**config.mk**
```make
export PLATFORM = sky130hd
export DESIGN_NAME = odcb_bank
export DESIGN_NICKNAME = d
export VERILOG_FILES = /design/src/core/odcb_pkg.sv /design/src/core/odcb_cfg_if.sv /design/src/core/odcb_div_stage.sv /design/src/core/odcb_drv_decode.sv /design/src/core/odcb_bank.sv
export VERILOG_INCLUDE_DIRS = /design/src /design/src/core
export SDC_FILE = /design/constraint.sdc
export NUM_CORES = 1
export LEC_CHECK = 0
export BUFFER_PORTS_ARGS = -buffer_cell sky130_fd_sc_hd__buf_4
export CAP_MARGIN = 20
export CORE_UTILIZATION = 55
export CTS_CLUSTER_SIZE = 20
export DETAILED_ROUTE_END_ITERATION = 8
export GPL_TIMING_DRIVEN = 0
export PLACE_DENSITY = 0.76
export RECOVER_POWER = 100
export SYNTH_ARGS = -nofsm -noshare
export SYNTH_HDL_FRONTEND = slang
export SYNTH_SLANG_ARGS = --single-unit
export TNS_END_PERCENT = 100
```
**constraint.sdc**
```tcl
create_clock -name i_ref_clk -period 5.4 [get_ports i_ref_clk]
set_input_delay 0.27 -clock i_ref_clk [delete_from_list [all_inputs] [get_ports i_ref_clk]]
set_output_delay 0.27 -clock i_ref_clk [all_outputs]
set_load 0.005 [all_outputs]
```
**src/core/odcb_defs.svh**
```systemverilog
// Register offsets, field layouts, reset values and codes of the output divider bank.
`ifndef ODCB_DEFS_SVH
`define ODCB_DEFS_SVH

// ****************************************************************
// Register numbers
// ****************************************************************
`define ODCB_ADDR_PREV_MISC 8'h1f
`define ODCB_ADDR_DIV_HIGH 8'h20
`define ODCB_ADDR_DIV_MID 8'h21
`define ODCB_ADDR_DIV_LOW 8'h22
`define ODCB_ADDR_PHASE_STR 8'h23
`define ODCB_ADDR_DELAY 8'h24
`define ODCB_ADDR_DRV_MISC 8'h25
`define ODCB_ADDR_STATUS 8'h26
`define ODCB_ADDR_FMT_MISC 8'h27

// ****************************************************************
// Reset value and writable bits
// ****************************************************************
`define ODCB_RST_VAL 8'h00
`define ODCB_MASK_DIV_HIGH 8'h0f
`define ODCB_MASK_FULL 8'hff
`define ODCB_MASK_PHASE_STR 8'hc7
`define ODCB_MASK_MISC 8'h1f
`define ODCB_MASK_NONE 8'h00

// ****************************************************************
// Output format codes
// ****************************************************************
`define ODCB_FMT_CODE_EXT 4'h0
`define ODCB_FMT_CODE_PULL_UP 4'h2
`define ODCB_FMT_CODE_PULL_DN 4'h1
`define ODCB_FMT_CODE_CMOS_POS 4'h4
`define ODCB_FMT_CODE_CMOS_NEG 4'h8
`define ODCB_FMT_CODE_CMOS_BOTH 4'hc

// ****************************************************************
// Delay figures and divider commit mask
// ****************************************************************
`define ODCB_FINE_STEP_PS 7'h1e
`define ODCB_FINE_MAX_STEPS 3'h4
`define ODCB_DIV_ALL_WRITTEN 3'h7

`endif

```
**src/core/odcb_pkg.sv**
```systemverilog
// Types shared by the output divider bank modules.
package odcb_pkg;

  typedef enum logic [2:0] {
    odcb_fmt_ext_term = 3'h0,
    odcb_fmt_pull_up = 3'h1,
    odcb_fmt_pull_dn = 3'h2,
    odcb_fmt_cmos_pos = 3'h3,
    odcb_fmt_cmos_neg = 3'h4,
    odcb_fmt_cmos_both = 3'h5,
    odcb_fmt_invalid = 3'h7
  } odcb_format_t;

  typedef enum logic [2:0] {
    odcb_drv_lvds = 3'h0,
    odcb_drv_lvpecl = 3'h1,
    odcb_drv_cml = 3'h2,
    odcb_drv_hcsl = 3'h3,
    odcb_drv_lvds_boost = 3'h4,
    odcb_drv_lvpecl_nocm = 3'h5,
    odcb_drv_invalid = 3'h7
  } odcb_drv_std_t;

  typedef enum logic [1:0] {
    odcb_vdd_1v8 = 2'h0,
    odcb_vdd_2v5 = 2'h1,
    odcb_vdd_3v3 = 2'h2,
    odcb_vdd_invalid = 2'h3
  } odcb_supply_t;

endpackage

```
**src/core/odcb_cfg_if.sv**
```systemverilog
// Configuration carrier between the bank and its divider and decode stages.
`timescale 1ns/1ps
`default_nettype none
interface odcb_cfg_if;
  import odcb_pkg::*;
  logic [7:0] div_high;
  logic [7:0] div_mid;
  logic [7:0] div_low;
  logic [2:0] div_wr;
  logic [19:0] div_active;
  logic [2:0] div_mask;
  logic div_commit;
  logic [1:0] phase_sel;
  logic [3:0] fmt_bits;
  logic [2:0] drv_bits;
  logic [1:0] supply_bits;
  logic [2:0] fine_code;
  odcb_format_t fmt;
  odcb_drv_std_t drv_std;
  odcb_supply_t supply;
  logic pos_uses_comp;
  logic neg_uses_comp;
  logic pos_en;
  logic neg_en;
  logic [2:0] fine_steps;
  logic [6:0] fine_ps;

  modport bank (
    output div_high, div_mid, div_low, div_wr, phase_sel, fmt_bits, drv_bits, supply_bits,
    output fine_code,
    input div_active, div_mask, div_commit, fmt, drv_std, supply, pos_uses_comp,
    input neg_uses_comp, pos_en, neg_en, fine_steps, fine_ps
  );
  modport div (
    input div_high, div_mid, div_low, div_wr,
    output div_active, div_mask, div_commit
  );
  modport dec (
    input phase_sel, fmt_bits, drv_bits, supply_bits, fine_code,
    output fmt, drv_std, supply, pos_uses_comp, neg_uses_comp, pos_en, neg_en,
    output fine_steps, fine_ps
  );
endinterface
`default_nettype wire

```
**src/core/odcb_div_stage.sv**
```systemverilog
// Divider staging: the 20-bit ratio takes effect once all three bytes are written.
`timescale 1ns/1ps
`default_nettype none
`include "odcb_defs.svh"
module odcb_div_stage (
  input wire logic i_ref_clk,
  input wire logic i_srst,
  odcb_cfg_if.div cfg
);
  import odcb_pkg::*;

  logic [2:0] mask_reg;
  logic [2:0] mask_next;
  logic [19:0] active_reg;

  // A byte written in the commit cycle starts the next set; it is never lost.
  assign cfg.div_commit = (mask_reg == `ODCB_DIV_ALL_WRITTEN);
  assign mask_next = (cfg.div_commit ? 3'h0 : mask_reg) | cfg.div_wr;

  always_ff @(posedge i_ref_clk) begin
    if (i_srst) begin
      mask_reg <= 3'h0;
    end else begin
      mask_reg <= mask_next;
    end
  end

  always_ff @(posedge i_ref_clk) begin
    if (i_srst) begin
      active_reg <= 20'h00000;
    end else if (cfg.div_commit) begin
      active_reg <= {cfg.div_high[3:0], cfg.div_mid, cfg.div_low};
    end
  end

  assign cfg.div_active = active_reg;
  assign cfg.div_mask = mask_reg;
endmodule // odcb_div_stage
`default_nettype wire

```
**src/core/odcb_drv_decode.sv**
```systemverilog
// Registered decode of phase, format, driver standard, supply and fine delay fields.
`timescale 1ns/1ps
`default_nettype none
`include "odcb_defs.svh"
module odcb_drv_decode (
  input wire logic i_ref_clk,
  input wire logic i_srst,
  odcb_cfg_if.dec cfg
);
  import odcb_pkg::*;

  function automatic odcb_format_t odcb_decode_fmt(input logic [3:0] bits);
    odcb_format_t f;
    f = odcb_fmt_invalid;
    case (bits)
      `ODCB_FMT_CODE_EXT: f = odcb_fmt_ext_term;
      `ODCB_FMT_CODE_PULL_UP: f = odcb_fmt_pull_up;
      `ODCB_FMT_CODE_PULL_DN: f = odcb_fmt_pull_dn;
      `ODCB_FMT_CODE_CMOS_POS: f = odcb_fmt_cmos_pos;
      `ODCB_FMT_CODE_CMOS_NEG: f = odcb_fmt_cmos_neg;
      `ODCB_FMT_CODE_CMOS_BOTH: f = odcb_fmt_cmos_both;
      default: f = odcb_fmt_invalid;
    endcase
    return f;
  endfunction

  function automatic logic [2:0] odcb_clamp_fine(input logic [2:0] code);
    return (code > `ODCB_FINE_MAX_STEPS) ? `ODCB_FINE_MAX_STEPS : code;
  endfunction

  odcb_format_t fmt_c;
  logic is_cmos;
  logic [2:0] steps_c;

  assign fmt_c = odcb_decode_fmt(cfg.fmt_bits);
  assign is_cmos = (fmt_c == odcb_fmt_cmos_pos) || (fmt_c == odcb_fmt_cmos_neg) ||
                   (fmt_c == odcb_fmt_cmos_both);
  assign steps_c = odcb_clamp_fine(cfg.fine_code);

  always_ff @(posedge i_ref_clk) begin
    if (i_srst) begin
      cfg.fmt <= odcb_fmt_ext_term;
      cfg.pos_en <= 1'b1;
      cfg.neg_en <= 1'b1;
    end else begin
      cfg.fmt <= fmt_c;
      cfg.pos_en <= (fmt_c != odcb_fmt_invalid) && (fmt_c != odcb_fmt_cmos_neg);
      cfg.neg_en <= (fmt_c != odcb_fmt_invalid) && (fmt_c != odcb_fmt_cmos_pos);
    end
  end

  // Differential formats ignore the phase field so the pair never loses polarity.
  always_ff @(posedge i_ref_clk) begin
    if (i_srst) begin
      cfg.pos_uses_comp <= 1'b0;
      cfg.neg_uses_comp <= 1'b1;
    end else begin
      cfg.pos_uses_comp <= is_cmos & cfg.phase_sel[1];
      cfg.neg_uses_comp <= ~is_cmos | ~cfg.phase_sel[0];
    end
  end

  always_ff @(posedge i_ref_clk) begin
    if (i_srst) begin
      cfg.drv_std <= odcb_drv_lvds;
      cfg.supply <= odcb_vdd_1v8;
    end else begin
      case (cfg.drv_bits)
        odcb_drv_lvds: cfg.drv_std <= odcb_drv_lvds;
        odcb_drv_lvpecl: cfg.drv_std <= odcb_drv_lvpecl;
        odcb_drv_cml: cfg.drv_std <= odcb_drv_cml;
        odcb_drv_hcsl: cfg.drv_std <= odcb_drv_hcsl;
        odcb_drv_lvds_boost: cfg.drv_std <= odcb_drv_lvds_boost;
        odcb_drv_lvpecl_nocm: cfg.drv_std <= odcb_drv_lvpecl_nocm;
        default: cfg.drv_std <= odcb_drv_invalid;
      endcase
      case (cfg.supply_bits)
        odcb_vdd_1v8: cfg.supply <= odcb_vdd_1v8;
        odcb_vdd_2v5: cfg.supply <= odcb_vdd_2v5;
        odcb_vdd_3v3: cfg.supply <= odcb_vdd_3v3;
        default: cfg.supply <= odcb_vdd_invalid;
      endcase
    end
  end

  always_ff @(posedge i_ref_clk) begin
    if (i_srst) begin
      cfg.fine_steps <= 3'h0;
      cfg.fine_ps <= 7'h00;
    end else begin
      cfg.fine_steps <= steps_c;
      cfg.fine_ps <= 7'({4'h0, steps_c} * `ODCB_FINE_STEP_PS);
    end
  end
endmodule // odcb_drv_decode
`default_nettype wire

```
**src/core/odcb_bank.sv**
```systemverilog
// Output divider configuration bank: host registers, clock sync, delay line and pin drivers.
`timescale 1ns/1ps
`default_nettype none
`include "odcb_defs.svh"
// ****************************************************************
// Behaviour
// - Divide ratio is twenty bits over three bytes.
// - Phase field picks true or complement per pin in CMOS formats.
// - Coarse delay of zero to sixty-three periods.
// - Two-bit fine delay adds 30 ps steps.
// - Extended three-bit fine delay reaches four steps.
// - Misc low nibble selects the output format.
// - Driver codes for boosted LVDS and LVPECL kinds.
// - Supply field declares 1.8, 2.5 or 3.3 V.
// - Driver codes for CML, HCSL and LVDS.
// ****************************************************************
module odcb_bank (
  input wire logic i_ref_clk,
  input wire logic i_srst,
  input wire logic i_reg_wr_en,
  input wire logic i_reg_rd_en,
  input wire logic [7:0] i_reg_addr,
  input wire logic [7:0] i_reg_wdata,
  output logic [7:0] o_reg_rdata,
  output logic o_reg_rd_valid,
  input wire logic i_clock_true,
  output logic o_driver_out_pos,
  output logic o_driver_out_neg,
  output logic [19:0] o_output_divider,
  output logic o_div_update,
  output logic [2:0] o_drive_strength,
  output logic [8:0] o_output_delay_code,
  output logic [5:0] o_coarse_delay_periods,
  output logic [2:0] o_fine_delay_steps,
  output logic [6:0] o_fine_delay_ps,
  output var odcb_pkg::odcb_format_t o_output_format,
  output var odcb_pkg::odcb_drv_std_t o_driver_standard_select,
  output var odcb_pkg::odcb_supply_t o_output_supply_select,
  output logic [4:0] o_prev_format_misc
);
  import odcb_pkg::*;

  // ****************************************************************
  // Register storage
  // ****************************************************************
  logic [7:0] prev_misc_reg;
  logic [7:0] div_high_reg;
  logic [7:0] div_mid_reg;
  logic [7:0] div_low_reg;
  logic [7:0] phase_str_reg;
  logic [7:0] delay_reg;
  logic [7:0] drv_misc_reg;
  logic [7:0] fmt_misc_reg;
  logic [7:0] rd_data_next;

  odcb_cfg_if cfg ();

  // Unmapped and read-only numbers give an empty mask, so writes there do nothing.
  function automatic logic [7:0] odcb_write_mask(input logic [7:0] addr);
    logic [7:0] mask;
    mask = `ODCB_MASK_NONE;
    case (addr)
      `ODCB_ADDR_PREV_MISC: mask = `ODCB_MASK_MISC;
      `ODCB_ADDR_DIV_HIGH: mask = `ODCB_MASK_DIV_HIGH;
      `ODCB_ADDR_DIV_MID: mask = `ODCB_MASK_FULL;
      `ODCB_ADDR_DIV_LOW: mask = `ODCB_MASK_FULL;
      `ODCB_ADDR_PHASE_STR: mask = `ODCB_MASK_PHASE_STR;
      `ODCB_ADDR_DELAY: mask = `ODCB_MASK_FULL;
      `ODCB_ADDR_DRV_MISC: mask = `ODCB_MASK_MISC;
      `ODCB_ADDR_FMT_MISC: mask = `ODCB_MASK_MISC;
      default: mask = `ODCB_MASK_NONE;
    endcase
    return mask;
  endfunction

  function automatic logic odcb_wr_hit(input logic [7:0] target);
    return i_reg_wr_en && (i_reg_addr == target);
  endfunction

  // Reserved bits are dropped on write and therefore read back as zero.
  function automatic logic [7:0] odcb_store(input logic [7:0] wdata, input logic [7:0] addr);
    return wdata & odcb_write_mask(addr);
  endfunction

  always_ff @(posedge i_ref_clk) begin
    if (i_srst) begin
      div_high_reg <= `ODCB_RST_VAL;
      div_mid_reg <= `ODCB_RST_VAL;
      div_low_reg <= `ODCB_RST_VAL;
    end else begin
      if (odcb_wr_hit(`ODCB_ADDR_DIV_HIGH)) begin
        div_high_reg <= odcb_store(i_reg_wdata, i_reg_addr);
      end
      if (odcb_wr_hit(`ODCB_ADDR_DIV_MID)) begin
        div_mid_reg <= odcb_store(i_reg_wdata, i_reg_addr);
      end
      if (odcb_wr_hit(`ODCB_ADDR_DIV_LOW)) begin
        div_low_reg <= odcb_store(i_reg_wdata, i_reg_addr);
      end
    end
  end

  always_ff @(posedge i_ref_clk) begin
    if (i_srst) begin
      phase_str_reg <= `ODCB_RST_VAL;
      delay_reg <= `ODCB_RST_VAL;
    end else begin
      if (odcb_wr_hit(`ODCB_ADDR_PHASE_STR)) begin
        phase_str_reg <= odcb_store(i_reg_wdata, i_reg_addr);
      end
      if (odcb_wr_hit(`ODCB_ADDR_DELAY)) begin
        delay_reg <= odcb_store(i_reg_wdata, i_reg_addr);
      end
    end
  end

  always_ff @(posedge i_ref_clk) begin
    if (i_srst) begin
      drv_misc_reg <= `ODCB_RST_VAL;
      fmt_misc_reg <= `ODCB_RST_VAL;
      prev_misc_reg <= `ODCB_RST_VAL;
    end else begin
      if (odcb_wr_hit(`ODCB_ADDR_DRV_MISC)) begin
        drv_misc_reg <= odcb_store(i_reg_wdata, i_reg_addr);
      end
      if (odcb_wr_hit(`ODCB_ADDR_FMT_MISC)) begin
        fmt_misc_reg <= odcb_store(i_reg_wdata, i_reg_addr);
      end
      if (odcb_wr_hit(`ODCB_ADDR_PREV_MISC)) begin
        prev_misc_reg <= odcb_store(i_reg_wdata, i_reg_addr);
      end
    end
  end

  // ****************************************************************
  // Read path
  // ****************************************************************
  always_comb begin
    case (i_reg_addr)
      `ODCB_ADDR_PREV_MISC: rd_data_next = prev_misc_reg;
      `ODCB_ADDR_DIV_HIGH: rd_data_next = div_high_reg;
      `ODCB_ADDR_DIV_MID: rd_data_next = div_mid_reg;
      `ODCB_ADDR_DIV_LOW: rd_data_next = div_low_reg;
      `ODCB_ADDR_PHASE_STR: rd_data_next = phase_str_reg;
      `ODCB_ADDR_DELAY: rd_data_next = delay_reg;
      `ODCB_ADDR_DRV_MISC: rd_data_next = drv_misc_reg;
      `ODCB_ADDR_STATUS: rd_data_next = {4'h0, cfg.div_commit, cfg.div_mask};
      `ODCB_ADDR_FMT_MISC: rd_data_next = fmt_misc_reg;
      default: rd_data_next = 8'h00;
    endcase
  end

  always_ff @(posedge i_ref_clk) begin
    if (i_srst) begin
      o_reg_rdata <= 8'h00;
      o_reg_rd_valid <= 1'b0;
    end else begin
      o_reg_rd_valid <= i_reg_rd_en;
      if (i_reg_rd_en) begin
        o_reg_rdata <= rd_data_next;
      end
    end
  end

  // ****************************************************************
  // Divider and decode stages
  // ****************************************************************
  assign cfg.div_high = div_high_reg;
  assign cfg.div_mid = div_mid_reg;
  assign cfg.div_low = div_low_reg;
  // A process rather than an assign, so that the strobe read inside the function wakes it.
  always_comb begin
    cfg.div_wr = {odcb_wr_hit(`ODCB_ADDR_DIV_HIGH), odcb_wr_hit(`ODCB_ADDR_DIV_MID),
                  odcb_wr_hit(`ODCB_ADDR_DIV_LOW)};
  end
  assign cfg.phase_sel = phase_str_reg[7:6];
  assign cfg.fmt_bits = fmt_misc_reg[3:0];
  assign cfg.drv_bits = drv_misc_reg[2:0];
  assign cfg.supply_bits = drv_misc_reg[4:3];
  assign cfg.fine_code = {fmt_misc_reg[4], delay_reg[7:6]};

  odcb_div_stage u_div_stage (
    .i_ref_clk(i_ref_clk),
    .i_srst(i_srst),
    .cfg(cfg.div)
  );

  odcb_drv_decode u_drv_decode (
    .i_ref_clk(i_ref_clk),
    .i_srst(i_srst),
    .cfg(cfg.dec)
  );

  // ****************************************************************
  // Clock input, coarse delay line and pin drivers
  // ****************************************************************
  logic clk_true_meta_reg;
  logic clk_true_sync_reg;
  logic [62:0] delay_line_reg;
  logic [63:0] delay_taps;
  logic delayed_clk;

  always_ff @(posedge i_ref_clk) begin
    if (i_srst) begin
      clk_true_meta_reg <= 1'b0;
      clk_true_sync_reg <= 1'b0;
    end else begin
      clk_true_meta_reg <= i_clock_true;
      clk_true_sync_reg <= clk_true_meta_reg;
    end
  end

  // One tap per reference period stands in for one VCO period of delay.
  always_ff @(posedge i_ref_clk) begin
    if (i_srst) begin
      delay_line_reg <= 63'h0;
    end else begin
      delay_line_reg <= {delay_line_reg[61:0], clk_true_sync_reg};
    end
  end

  assign delay_taps = {delay_line_reg, clk_true_sync_reg};
  assign delayed_clk = delay_taps[delay_reg[5:0]];

  // The complement is the inverted true clock, so choosing it is an XOR.
  always_ff @(posedge i_ref_clk) begin
    if (i_srst) begin
      o_driver_out_pos <= 1'b0;
      o_driver_out_neg <= 1'b0;
    end else begin
      o_driver_out_pos <= cfg.pos_en & (cfg.pos_uses_comp ^ delayed_clk);
      o_driver_out_neg <= cfg.neg_en & (cfg.neg_uses_comp ^ delayed_clk);
    end
  end

  // ****************************************************************
  // Configuration outputs
  // ****************************************************************
  assign o_output_divider = cfg.div_active;
  assign o_div_update = cfg.div_commit;
  assign o_drive_strength = phase_str_reg[2:0];
  assign o_output_delay_code = {fmt_misc_reg[4], delay_reg};
  assign o_coarse_delay_periods = delay_reg[5:0];
  assign o_fine_delay_steps = cfg.fine_steps;
  assign o_fine_delay_ps = cfg.fine_ps;
  assign o_output_format = cfg.fmt;
  assign o_driver_standard_select = cfg.drv_std;
  assign o_output_supply_select = cfg.supply;
  assign o_prev_format_misc = prev_misc_reg[4:0];
endmodule // odcb_bank
`default_nettype wire

```
==> results of run 1 <==
cells by family (layout without fill, tap and decap cells):
family | Yosys count | count (layout) | synth area share
multiplexers | 71 | 71 | 0.145
buffers and inverters | 76 | 196 | 0.0554
flip-flops | 183 | 183 | 0.501
adder cells (fa/ha/maj) | 8 | 8 | 0.0151
other | 1 | 1 | 0.000513
XOR/XNOR | 3 | 3 | 0.00359
AND/OR/NAND/NOR | 290 | 290 | 0.204
AO/OA/AOI/OAI | 93 | 93 | 0.0751
where the power goes:
group	switching [uW]	internal, uW	leakage [uW]	total (uW)
Combinational	61.7	30.6	0.00168	92.3
Sequential	2.25	1350	0.00148	1360
Clock	516	768	0.000295	1280
Total	580	2150	0.00345	2730
cell type report:
cell class / count / area, um^2
fillers: 996 / 4030
flip-flops and latches: 183 / 3660
multi-input cells: 466 / 3220
repair buffers: 88 / 642
clock buffers: 22 / 474
plain buffers: 62 / 335
well taps: 172 / 215
clock inverters: 10 / 143
inverters: 14 / 52.6
cells in the final DEF (no fill, tap or decap), drive strengths merged, types with 4 or more instances in the layout:
| cell type | n |
|---|---|
| mux2i | 44 |
| o22ai | 4 |
| ha | 4 |
| inv | 15 |
| a21oi | 55 |
| buf | 36 |
| nand3b | 6 |
| dfxtp | 183 |
| a211oi | 6 |
| and2 | 11 |
| o21ai | 12 |
| clkbuf | 136 |
| mux4 | 25 |
| nor3b | 10 |
| and3 | 7 |
| nand3 | 14 |
| nor2b | 71 |
| nand2 | 80 |
| nand2b | 5 |
| nor3 | 7 |
| a22oi | 4 |
| nor2 | 67 |
routing by layer:
layer  wire length (um)  global-route usage
met2               8450               0.428
met3               1700              0.0788
met5                  0                   0
met1               7940               0.371
met4                654               0.151
worst max-delay path by stage:
stage	startpoint	to	slack [ns]
floorplan	fmt_misc_reg[4]$_SDFFE_PP0P_	u_drv_decode.cfg.fine_ps[5]$_SDFF_PP0_	3.34
global placement	i_reg_addr[5]	delay_reg[2]$_SDFFE_PP0P_	3.09
detailed placement	i_reg_addr[5]	cfg.div_mid[1]$_SDFFE_PP0P_	2.99
CTS	fmt_misc_reg[4]$_SDFFE_PP0P_	u_drv_decode.cfg.fine_ps[5]$_SDFF_PP0_	3.03
global route	delay_reg[2]$_SDFFE_PP0P_	o_driver_out_pos$_SDFF_PP0_	2.35
finish	delay_reg[2]$_SDFFE_PP0P_	o_driver_out_neg$_SDFF_PP0_	2.52
through the flow:
step                      cells  total power, uW  hold slack, ns  utilization
after global routing       1017             2820          0.0637        0.684
after CTS                  1017             2750          0.0403        0.689
final                      1017             2730          0.0499        0.684
after floorplan             725             1440           0.367            -
after global placement      985             1480           0.421        0.641
after detailed placement    985             1480           0.443        0.641
worst max-delay path, cell delays in order (launching register included):
cell	delay, ns
dfxtp_1	0.44
clkbuf_1	0.53
clkbuf_1	0.63
mux2i_1	0.20
o221a_1	0.29
nand3_2	0.07
o31ai_2	0.08
or3_1	0.35
a21oi_1	0.18
==> results.py, run 1 <==
metrics = {
    "logic_synthesis": {
        "synthTopCellsByArea": "dfxtp_1 50%, nor2b_1 6.1%, mux2i_1 6.0%",
        "synth_top_area_cell": "dfxtp_1",
        "synth-warning-count": 0,
        "synthesis.nets": 752,
        "synth.avg_cell_area_um2": 10.1,
        "synth_cell_type_count": 58,
        "ys_ff_latch": 183,
        "synth-seq-area-share": 0.501,
        "synth_cells": 725,
        "netlist_top_cells_count": "183 x dfxtp_1, 80 x nand2_1, 71 x nor2b_1",
        "synthFlopType": "dfxtp_1",
        "async_flop_share": 0,
        "netlist.area_leader.share": 0.501,
        "synth_edf_count": 0,
        "synth_area_um2": 7310,
        "yosysMostFrequentCell": "dfxtp_1",
    },
    "sta": {
        "slew-limit-headroom": -0.0777,
        "finClkSkew_ns": 0.0101,
        "rsz0062_at_grt": "false",
        "finalHoldViolCount": 0,
        "worstMarginPinSlew_ns": 1.60,
        "drv_slew": 9,
        "fin_tns_setup_ns": 0,
        "final.period_utilization": 0.533,
        "layout_setup_ws_ns": 2.52,
        "period_needed_ns": 2.88,
        "max_freq_mhz": 348,
        "setup_viol": 0,
    },
    "global_routing": {
        "overflow": 0,
        "grt_max_degree": 17,
        "track_usage": 0.284,
        "grt_pass1_vias": 5533,
        "grt_pass1_wl_um": 29700,
        "antenna_found_initial": 0,
    },
    "critical_path": {
        "r2r_cells": 8,
        "crit_fanout": 10,
        "crit_type": "reg -> reg",
        "cp_data_required_time_ns": 5.76,
        "worstPathArrival_ns": 3.23,
        "rrSetupSlack_ns": 2.52,
        "cp-start-kind": "register",
        "r2r-end": "o_driver_out_neg$_SDFF_PP0_",
        "endpoint_kind": "register",
        "rr_startpoint": "delay_reg[2]$_SDFFE_PP0P_",
    },
    "die": {
        "core_um2": 12800,
        "dieHeight_um": 117,
        "die_width_um": 117,
        "start_util": 0.572,
        "std_cell_rows": 41,
        "ios": 94,
        "dieArea_um2": 13800,
    },
    "pwr": {
        "irDropWorstVdd_mv": 0.196,
        "power_density_nw_per_um2": 313,
        "leakagePower_uw": 0.00345,
    },
    "routing": {
        "ant_nets": 0,
        "drtIter0Drc": 570,
        "wire_per_inst_um": 18.4,
        "dr.pass1.iters": 5,
        "totalWireLength_um": 18700,
        "via_count": 5726,
        "vias_per_cell": 5.63,
        "route.detailed.drc": 0,
    },
    "cts": {
        "cts_made_buffers": 17,
        "cts_max_level": 4,
        "cts_max_path_buffers": 2,
        "path_clk_slew_ns": 0.07,
        "cts_tree": "built",
        "cts-root-buf": "clkbuf_16",
        "cts_resized": 0,
        "postCtsSetupBuffers": 0,
        "clock_sinks": 183,
        "ctsHoldBuffers": 0,
        "clk_latency_ns": 0.43,
    },
    "flow_run": {
        "maxCapViolations": 1,
    },
    "final_layout": {
        "antenna_cells": 0,
        "largest_reg_flops": 63,
        "layout-drive-gt1-share": 0.195,
        "final_net_count": 859,
        "syn2layout_area_growth_pct": 19.6,
        "final_area_um2": 8740,
    },
    "worst_hold_path": {
        "worstHoldPathType": "in -> reg",
        "whs_path_depth": 2,
        "hp-start": "i_clock_true",
        "hold-path-endpoint": "clk_true_meta_reg$_SDFF_PP0_",
    },
    "place": {
        "dp_slack_ns": 2.99,
        "globalplace.congestion": 0.926,
        "placed_cell_area_um2": 8190,
        "dpl.hpwl_um": 13500,
        "port_buffers": 88,
    },
    "status": {
        "violations": "capacitance limit, slew limit",
        "status": "complete, but fails checks",
    },
}
No activity file was read; power rests on OpenSTA's default activity.
==> inputs of run 2 (changes only) <==
clock period = 2.7 ns   (was 5.4 ns; I/O delays follow)
==> run 2 against run 1 <==
Net effect:
- setup slack worse by 2.3 ns
- register-to-register slack worse by 2.3 ns
- sequential power grew 99%
- fmax increased by 18%
- non-clock buffer count grew 8
- wire length barely moved
- worst hold slack worse by 0.033 ns
- utilization rose by 0.76 points
- the run now ends clean
- design area grew 1.1%
- clock power grew 100%
==> results.py, run 2 (synthesis gave the netlist of run 1 again) <==
metrics = {
    "status": {
        "status": "finished clean",
    },
    "sta": {
        "finalHoldViolCount": 0,
        "rsz0062_at_grt": "false",
        "fin_tns_setup_ns": 0,
        "period_needed_ns": 2.44,
        "final.period_utilization": 0.905,
        "drv_slew": 0,
        "worstMarginPinSlew_ns": 0.989,
        "finClkSkew_ns": 0.00965,
        "max_freq_mhz": 409,
        "setup_viol": 0,
        "slew-limit-headroom": 0.338,
    },
    "critical_path": {
        "crit_chain": "clkbuf_1, buf_6, mux2i_1, o221ai_1, o31ai_2, o21ai_0, a21oi_1",
        "crit_type": "reg -> reg",
        "cp-start-kind": "register",
        "critPathMaxStageDelay_ns": 0.55,
        "cp_data_required_time_ns": 3.06,
        "startpoint": "delay_reg[2]$_SDFFE_PP0P_",
        "worstPathArrival_ns": 2.80,
        "slowest_stage": "clkbuf_1",
        "crit_fanout": 10,
        "endpoint_kind": "register",
        "rr_startpoint": "delay_reg[2]$_SDFFE_PP0P_",
    },
    "pwr": {
        "leakagePower_uw": 0.00349,
        "power_density_nw_per_um2": 619,
        "irDropWorstVdd_mv": 0.397,
    },
    "global_routing": {
        "grt_max_degree": 17,
        "antenna_found_initial": 0,
        "overflow": 0,
        "grt_pass1_wl_um": 29900,
        "grt_pass1_vias": 5578,
        "track_usage": 0.285,
    },
    "routing": {
        "drtIter0Drc": 504,
        "via_count": 5783,
        "vias_per_cell": 5.64,
        "ant_nets": 0,
        "totalWireLength_um": 18800,
        "wire_per_inst_um": 18.3,
        "route.detailed.drc": 0,
        "dr.pass1.iters": 5,
    },
    "cts": {
        "clock_sinks": 183,
        "path_clk_slew_ns": 0.07,
        "cts_made_buffers": 17,
        "clk_latency_ns": 0.44,
        "ctsHoldBuffers": 8,
        "cts_max_path_buffers": 2,
        "cts_resized": 0,
        "cts_max_level": 4,
        "postCtsSetupBuffers": 0,
        "cts_tree": "built",
        "cts-root-buf": "clkbuf_16",
    },
    "die": {
        "die_width_um": 117,
        "start_util": 0.572,
        "ios": 94,
        "dieArea_um2": 13800,
        "std_cell_rows": 41,
        "dieHeight_um": 117,
        "core_um2": 12800,
    },
    "place": {
        "globalplace.congestion": 0.926,
        "placed_cell_area_um2": 8190,
        "port_buffers": 88,
        "dpl.hpwl_um": 13500,
    },
    "final_layout": {
        "final_cell_mix": "183 x dfxtp_1, 80 x nand2_1, 71 x nor2b_1, 70 x clkbuf_4, 67 x nor2_1",
        "final_net_count": 867,
        "final_area_um2": 8840,
        "syn2layout_area_growth_pct": 20.9,
        "antenna_cells": 0,
        "layout-drive-gt1-share": 0.197,
        "fillers": 990,
        "largest_reg_flops": 63,
        "layout.cells.most_common": "dfxtp_1",
    },
    "worst_hold_path": {
        "worstHoldPathType": "in -> reg",
        "hp-start": "i_reg_wdata[4]",
    },
    "flow_run": {
        "maxCapViolations": 0,
    },
}
[run 2: area by class of cell]
type	count	area, um^2	share of cell area
buffer	62	343	0.0388
clock buffer	22	474	0.0536
clock inverter	10	143	0.0161
inverter	14	52.6	0.00594
multi-input combinational	466	3230	0.365
sequential	183	3660	0.414
tap	172	215	0.0243
timing repair buffer	96	722	0.0817
[run 2: final timing paths]
path	endpoint	slack, ns	depth (start not counted)
hold / removal	delay_reg[4]$_SDFFE_PP0P_	0.02	3
setup / recovery	o_driver_out_neg$_SDFF_PP0_	0.26	7
hold reg to reg	clk_true_sync_reg$_SDFF_PP0_	0.45	1
setup reg to reg	o_driver_out_neg$_SDFF_PP0_	0.26	7
[run 2: power by group]
part           internal [uW]  switching, uW
Combinational           68.7            125
Clock                   1540           1030
Sequential              2710           4.51
[run 2: worst max-delay path: cells and delay by family, from the launching register on]
kind,cells,cell delay [ns]
buffers and inverters,2,0.82
muxes,1,0.26
DFF,1,0.44
AOI/OAI and AO/OA,4,0.84
[run 2: metrics by stage]
stage	cells	util	hold slack, ns	setup WS, ns	total power (uW)
floorplan	725	-	0.263	0.644	2880
global placement	985	0.641	0.349	0.457	2960
detailed placement	985	0.641	0.358	0.354	2960
CTS	1025	0.696	0.00401	0.327	5500
global route	1025	0.692	0.0221	0.0881	5640
finish	1025	0.692	0.0168	0.257	5480
[run 2: per-layer routing]
layer  GRT usage  vias to the layer above  wire length [um]
met2       0.430                      285              8530
met4       0.151                        0               596
met1       0.373                     2743              8030
met3      0.0778                       56              1600
met5           0                        -                 0
li1            -                     2699                 -
==> inputs of run 3 (changes only) <==
RECOVER_POWER = not set   (was 100)
==> run 3 against run 2 <==
Net effect:
- sequential share of layout area is 0.21 points lower
- cell count is the same
- setup slack gained 0.038 ns
- die area is the same
- critical path type unchanged
- first-iteration DRC count rose by 3.0%
- via count decreased by 0.66%
- clock-buffer cell count stayed put
- combinational power rose by 3%
- design area increased by 0.51%
- clock power hardly changed
- clock skew barely moved
- largest cell class unchanged
- largest power group unchanged
==> results.py, run 3 (synthesis gave the netlist of run 1 again) <==
metrics = {
    "place": {
        "port_buffers": 88,
        "dpl.hpwl_um": 13500,
        "globalplace.congestion": 0.926,
        "placed_cell_area_um2": 8190,
        "dp_slack_ns": 0.354,
    },
    "sta": {
        "hold_ws_ns": 0.0159,
        "finClkSkew_ns": 0.00932,
        "layout_setup_ws_ns": 0.294,
        "slew-limit-headroom": 0.387,
        "drv_slew": 0,
        "worstMarginPinSlew_ns": 0.906,
        "finalHoldViolCount": 0,
        "period_needed_ns": 2.41,
        "final.period_utilization": 0.891,
        "max_freq_mhz": 416,
        "setup_viol": 0,
        "fin_tns_setup_ns": 0,
        "rsz0062_at_grt": "false",
    },
    "die": {
        "ios": 94,
        "die_width_um": 117,
        "dieArea_um2": 13800,
        "dieHeight_um": 117,
        "std_cell_rows": 41,
        "core_um2": 12800,
        "start_util": 0.572,
    },
    "cts": {
        "cts_max_level": 4,
        "cts-root-buf": "clkbuf_16",
        "cts_max_path_buffers": 2,
        "cts_resized": 0,
        "postCtsSetupBuffers": 0,
        "ctsHoldBuffers": 8,
        "path_clk_slew_ns": 0.07,
        "cts_tree": "built",
        "cts_made_buffers": 17,
        "clk_latency_ns": 0.44,
        "clock_sinks": 183,
    },
    "final_layout": {
        "layout.cells.most_common": "dfxtp_1",
        "final_area_um2": 8880,
        "antenna_cells": 0,
        "largest_reg_flops": 63,
        "fillers": 974,
        "final_cell_mix": "183 x dfxtp_1, 108 x buf_4, 80 x nand2_1, 71 x nor2b_1, 65 x nor2_1",
        "final_net_count": 867,
        "syn2layout_area_growth_pct": 21.5,
        "layout-drive-gt1-share": 0.213,
    },
    "global_routing": {
        "antenna_found_initial": 0,
        "overflow": 0,
        "grt_pass1_wl_um": 29900,
        "grt_max_degree": 17,
        "track_usage": 0.285,
        "grt_pass1_vias": 5578,
    },
    "critical_path": {
        "worstPathArrival_ns": 2.76,
        "endpoint_kind": "register",
        "cp_data_required_time_ns": 3.06,
        "cp-start-kind": "register",
        "crit_type": "reg -> reg",
        "crit_fanout": 5,
    },
    "routing": {
        "via_count": 5745,
        "drtIter0Drc": 519,
        "dr.pass1.iters": 5,
        "route.detailed.drc": 0,
        "ant_nets": 0,
        "wire_per_inst_um": 18.4,
        "totalWireLength_um": 18900,
        "vias_per_cell": 5.60,
    },
    "pwr": {
        "irDropWorstVdd_mv": 0.394,
        "leakagePower_uw": 0.00358,
        "power_density_nw_per_um2": 617,
        "power.total_uw": 5480,
    },
    "status": {
        "status": "finished clean",
    },
    "worst_hold_path": {
        "worstHoldPathType": "in -> reg",
    },
    "flow_run": {
        "maxCapViolations": 0,
    },
}
==> run 3: final timing paths <==
| kind | startpoint | endpoint | cells past startpoint | slack (ns) |
|---|---|---|---|---|
| worst max register to register | fmt_misc_reg[4]$_SDFFE_PP0P_ | u_drv_decode.cfg.fine_ps[5]$_SDFF_PP0_ | 7 | 0.29 |
| worst min-delay path | i_reg_wdata[4] | delay_reg[4]$_SDFFE_PP0P_ | 3 | 0.02 |
| worst max-delay path | fmt_misc_reg[4]$_SDFFE_PP0P_ | u_drv_decode.cfg.fine_ps[5]$_SDFF_PP0_ | 7 | 0.29 |
| worst min register to register | clk_true_meta_reg$_SDFF_PP0_ | clk_true_sync_reg$_SDFF_PP0_ | 1 | 0.45 |
==> run 3: where the power goes <==
part | switching, uW | internal (uW) | total [uW]
Combinational | 127 | 71.8 | 199
Clock | 1040 | 1540 | 2570
Sequential | 4.62 | 2710 | 2710
Total | 1170 | 4320 | 5480
==> run 3: per-layer routing <==
metal / up-vias / track usage / wire (um) / part of all wire
li1: 2688 / - / - / -
met1: 2712 / 0.373 / 8040 / 0.43
met3: 56 / 0.0778 / 1660 / 0.088
met2: 289 / 0.430 / 8600 / 0.46
met4: 0 / 0.151 / 585 / 0.031
met5: - / 0 / 0 / 0
==> run 3: critical path, cell delays in order, from the launching register on <==
cell and delay, ns:
dfxtp_1 0.45, inv_1 0.17, nand2_1 0.23, fa_1 0.54, xor2_1 0.20, ha_1 0.21, or3_1 0.37, a21oi_1 0.16
==> run 3: layout make-up <==
cell class / instances / area [um^2] / share of cell area
Inverter: 14 / 52.6 / 0.00591
Clock buffer: 22 / 474 / 0.0534
Clock inverter: 10 / 143 / 0.0161
Timing Repair Buffer: 96 / 741 / 0.0834
Sequential cell: 183 / 3660 / 0.412
Buffer: 62 / 353 / 0.0397
Tap cell: 172 / 215 / 0.0242
Multi-Input combinational cell: 466 / 3240 / 0.365
==> run 3: stage by stage <==
step,cells,utilization
after floorplan,725,-
after global placement,985,0.641
after detailed placement,985,0.641
after CTS,1025,0.696
after global routing,1025,0.696
final,1025,0.696
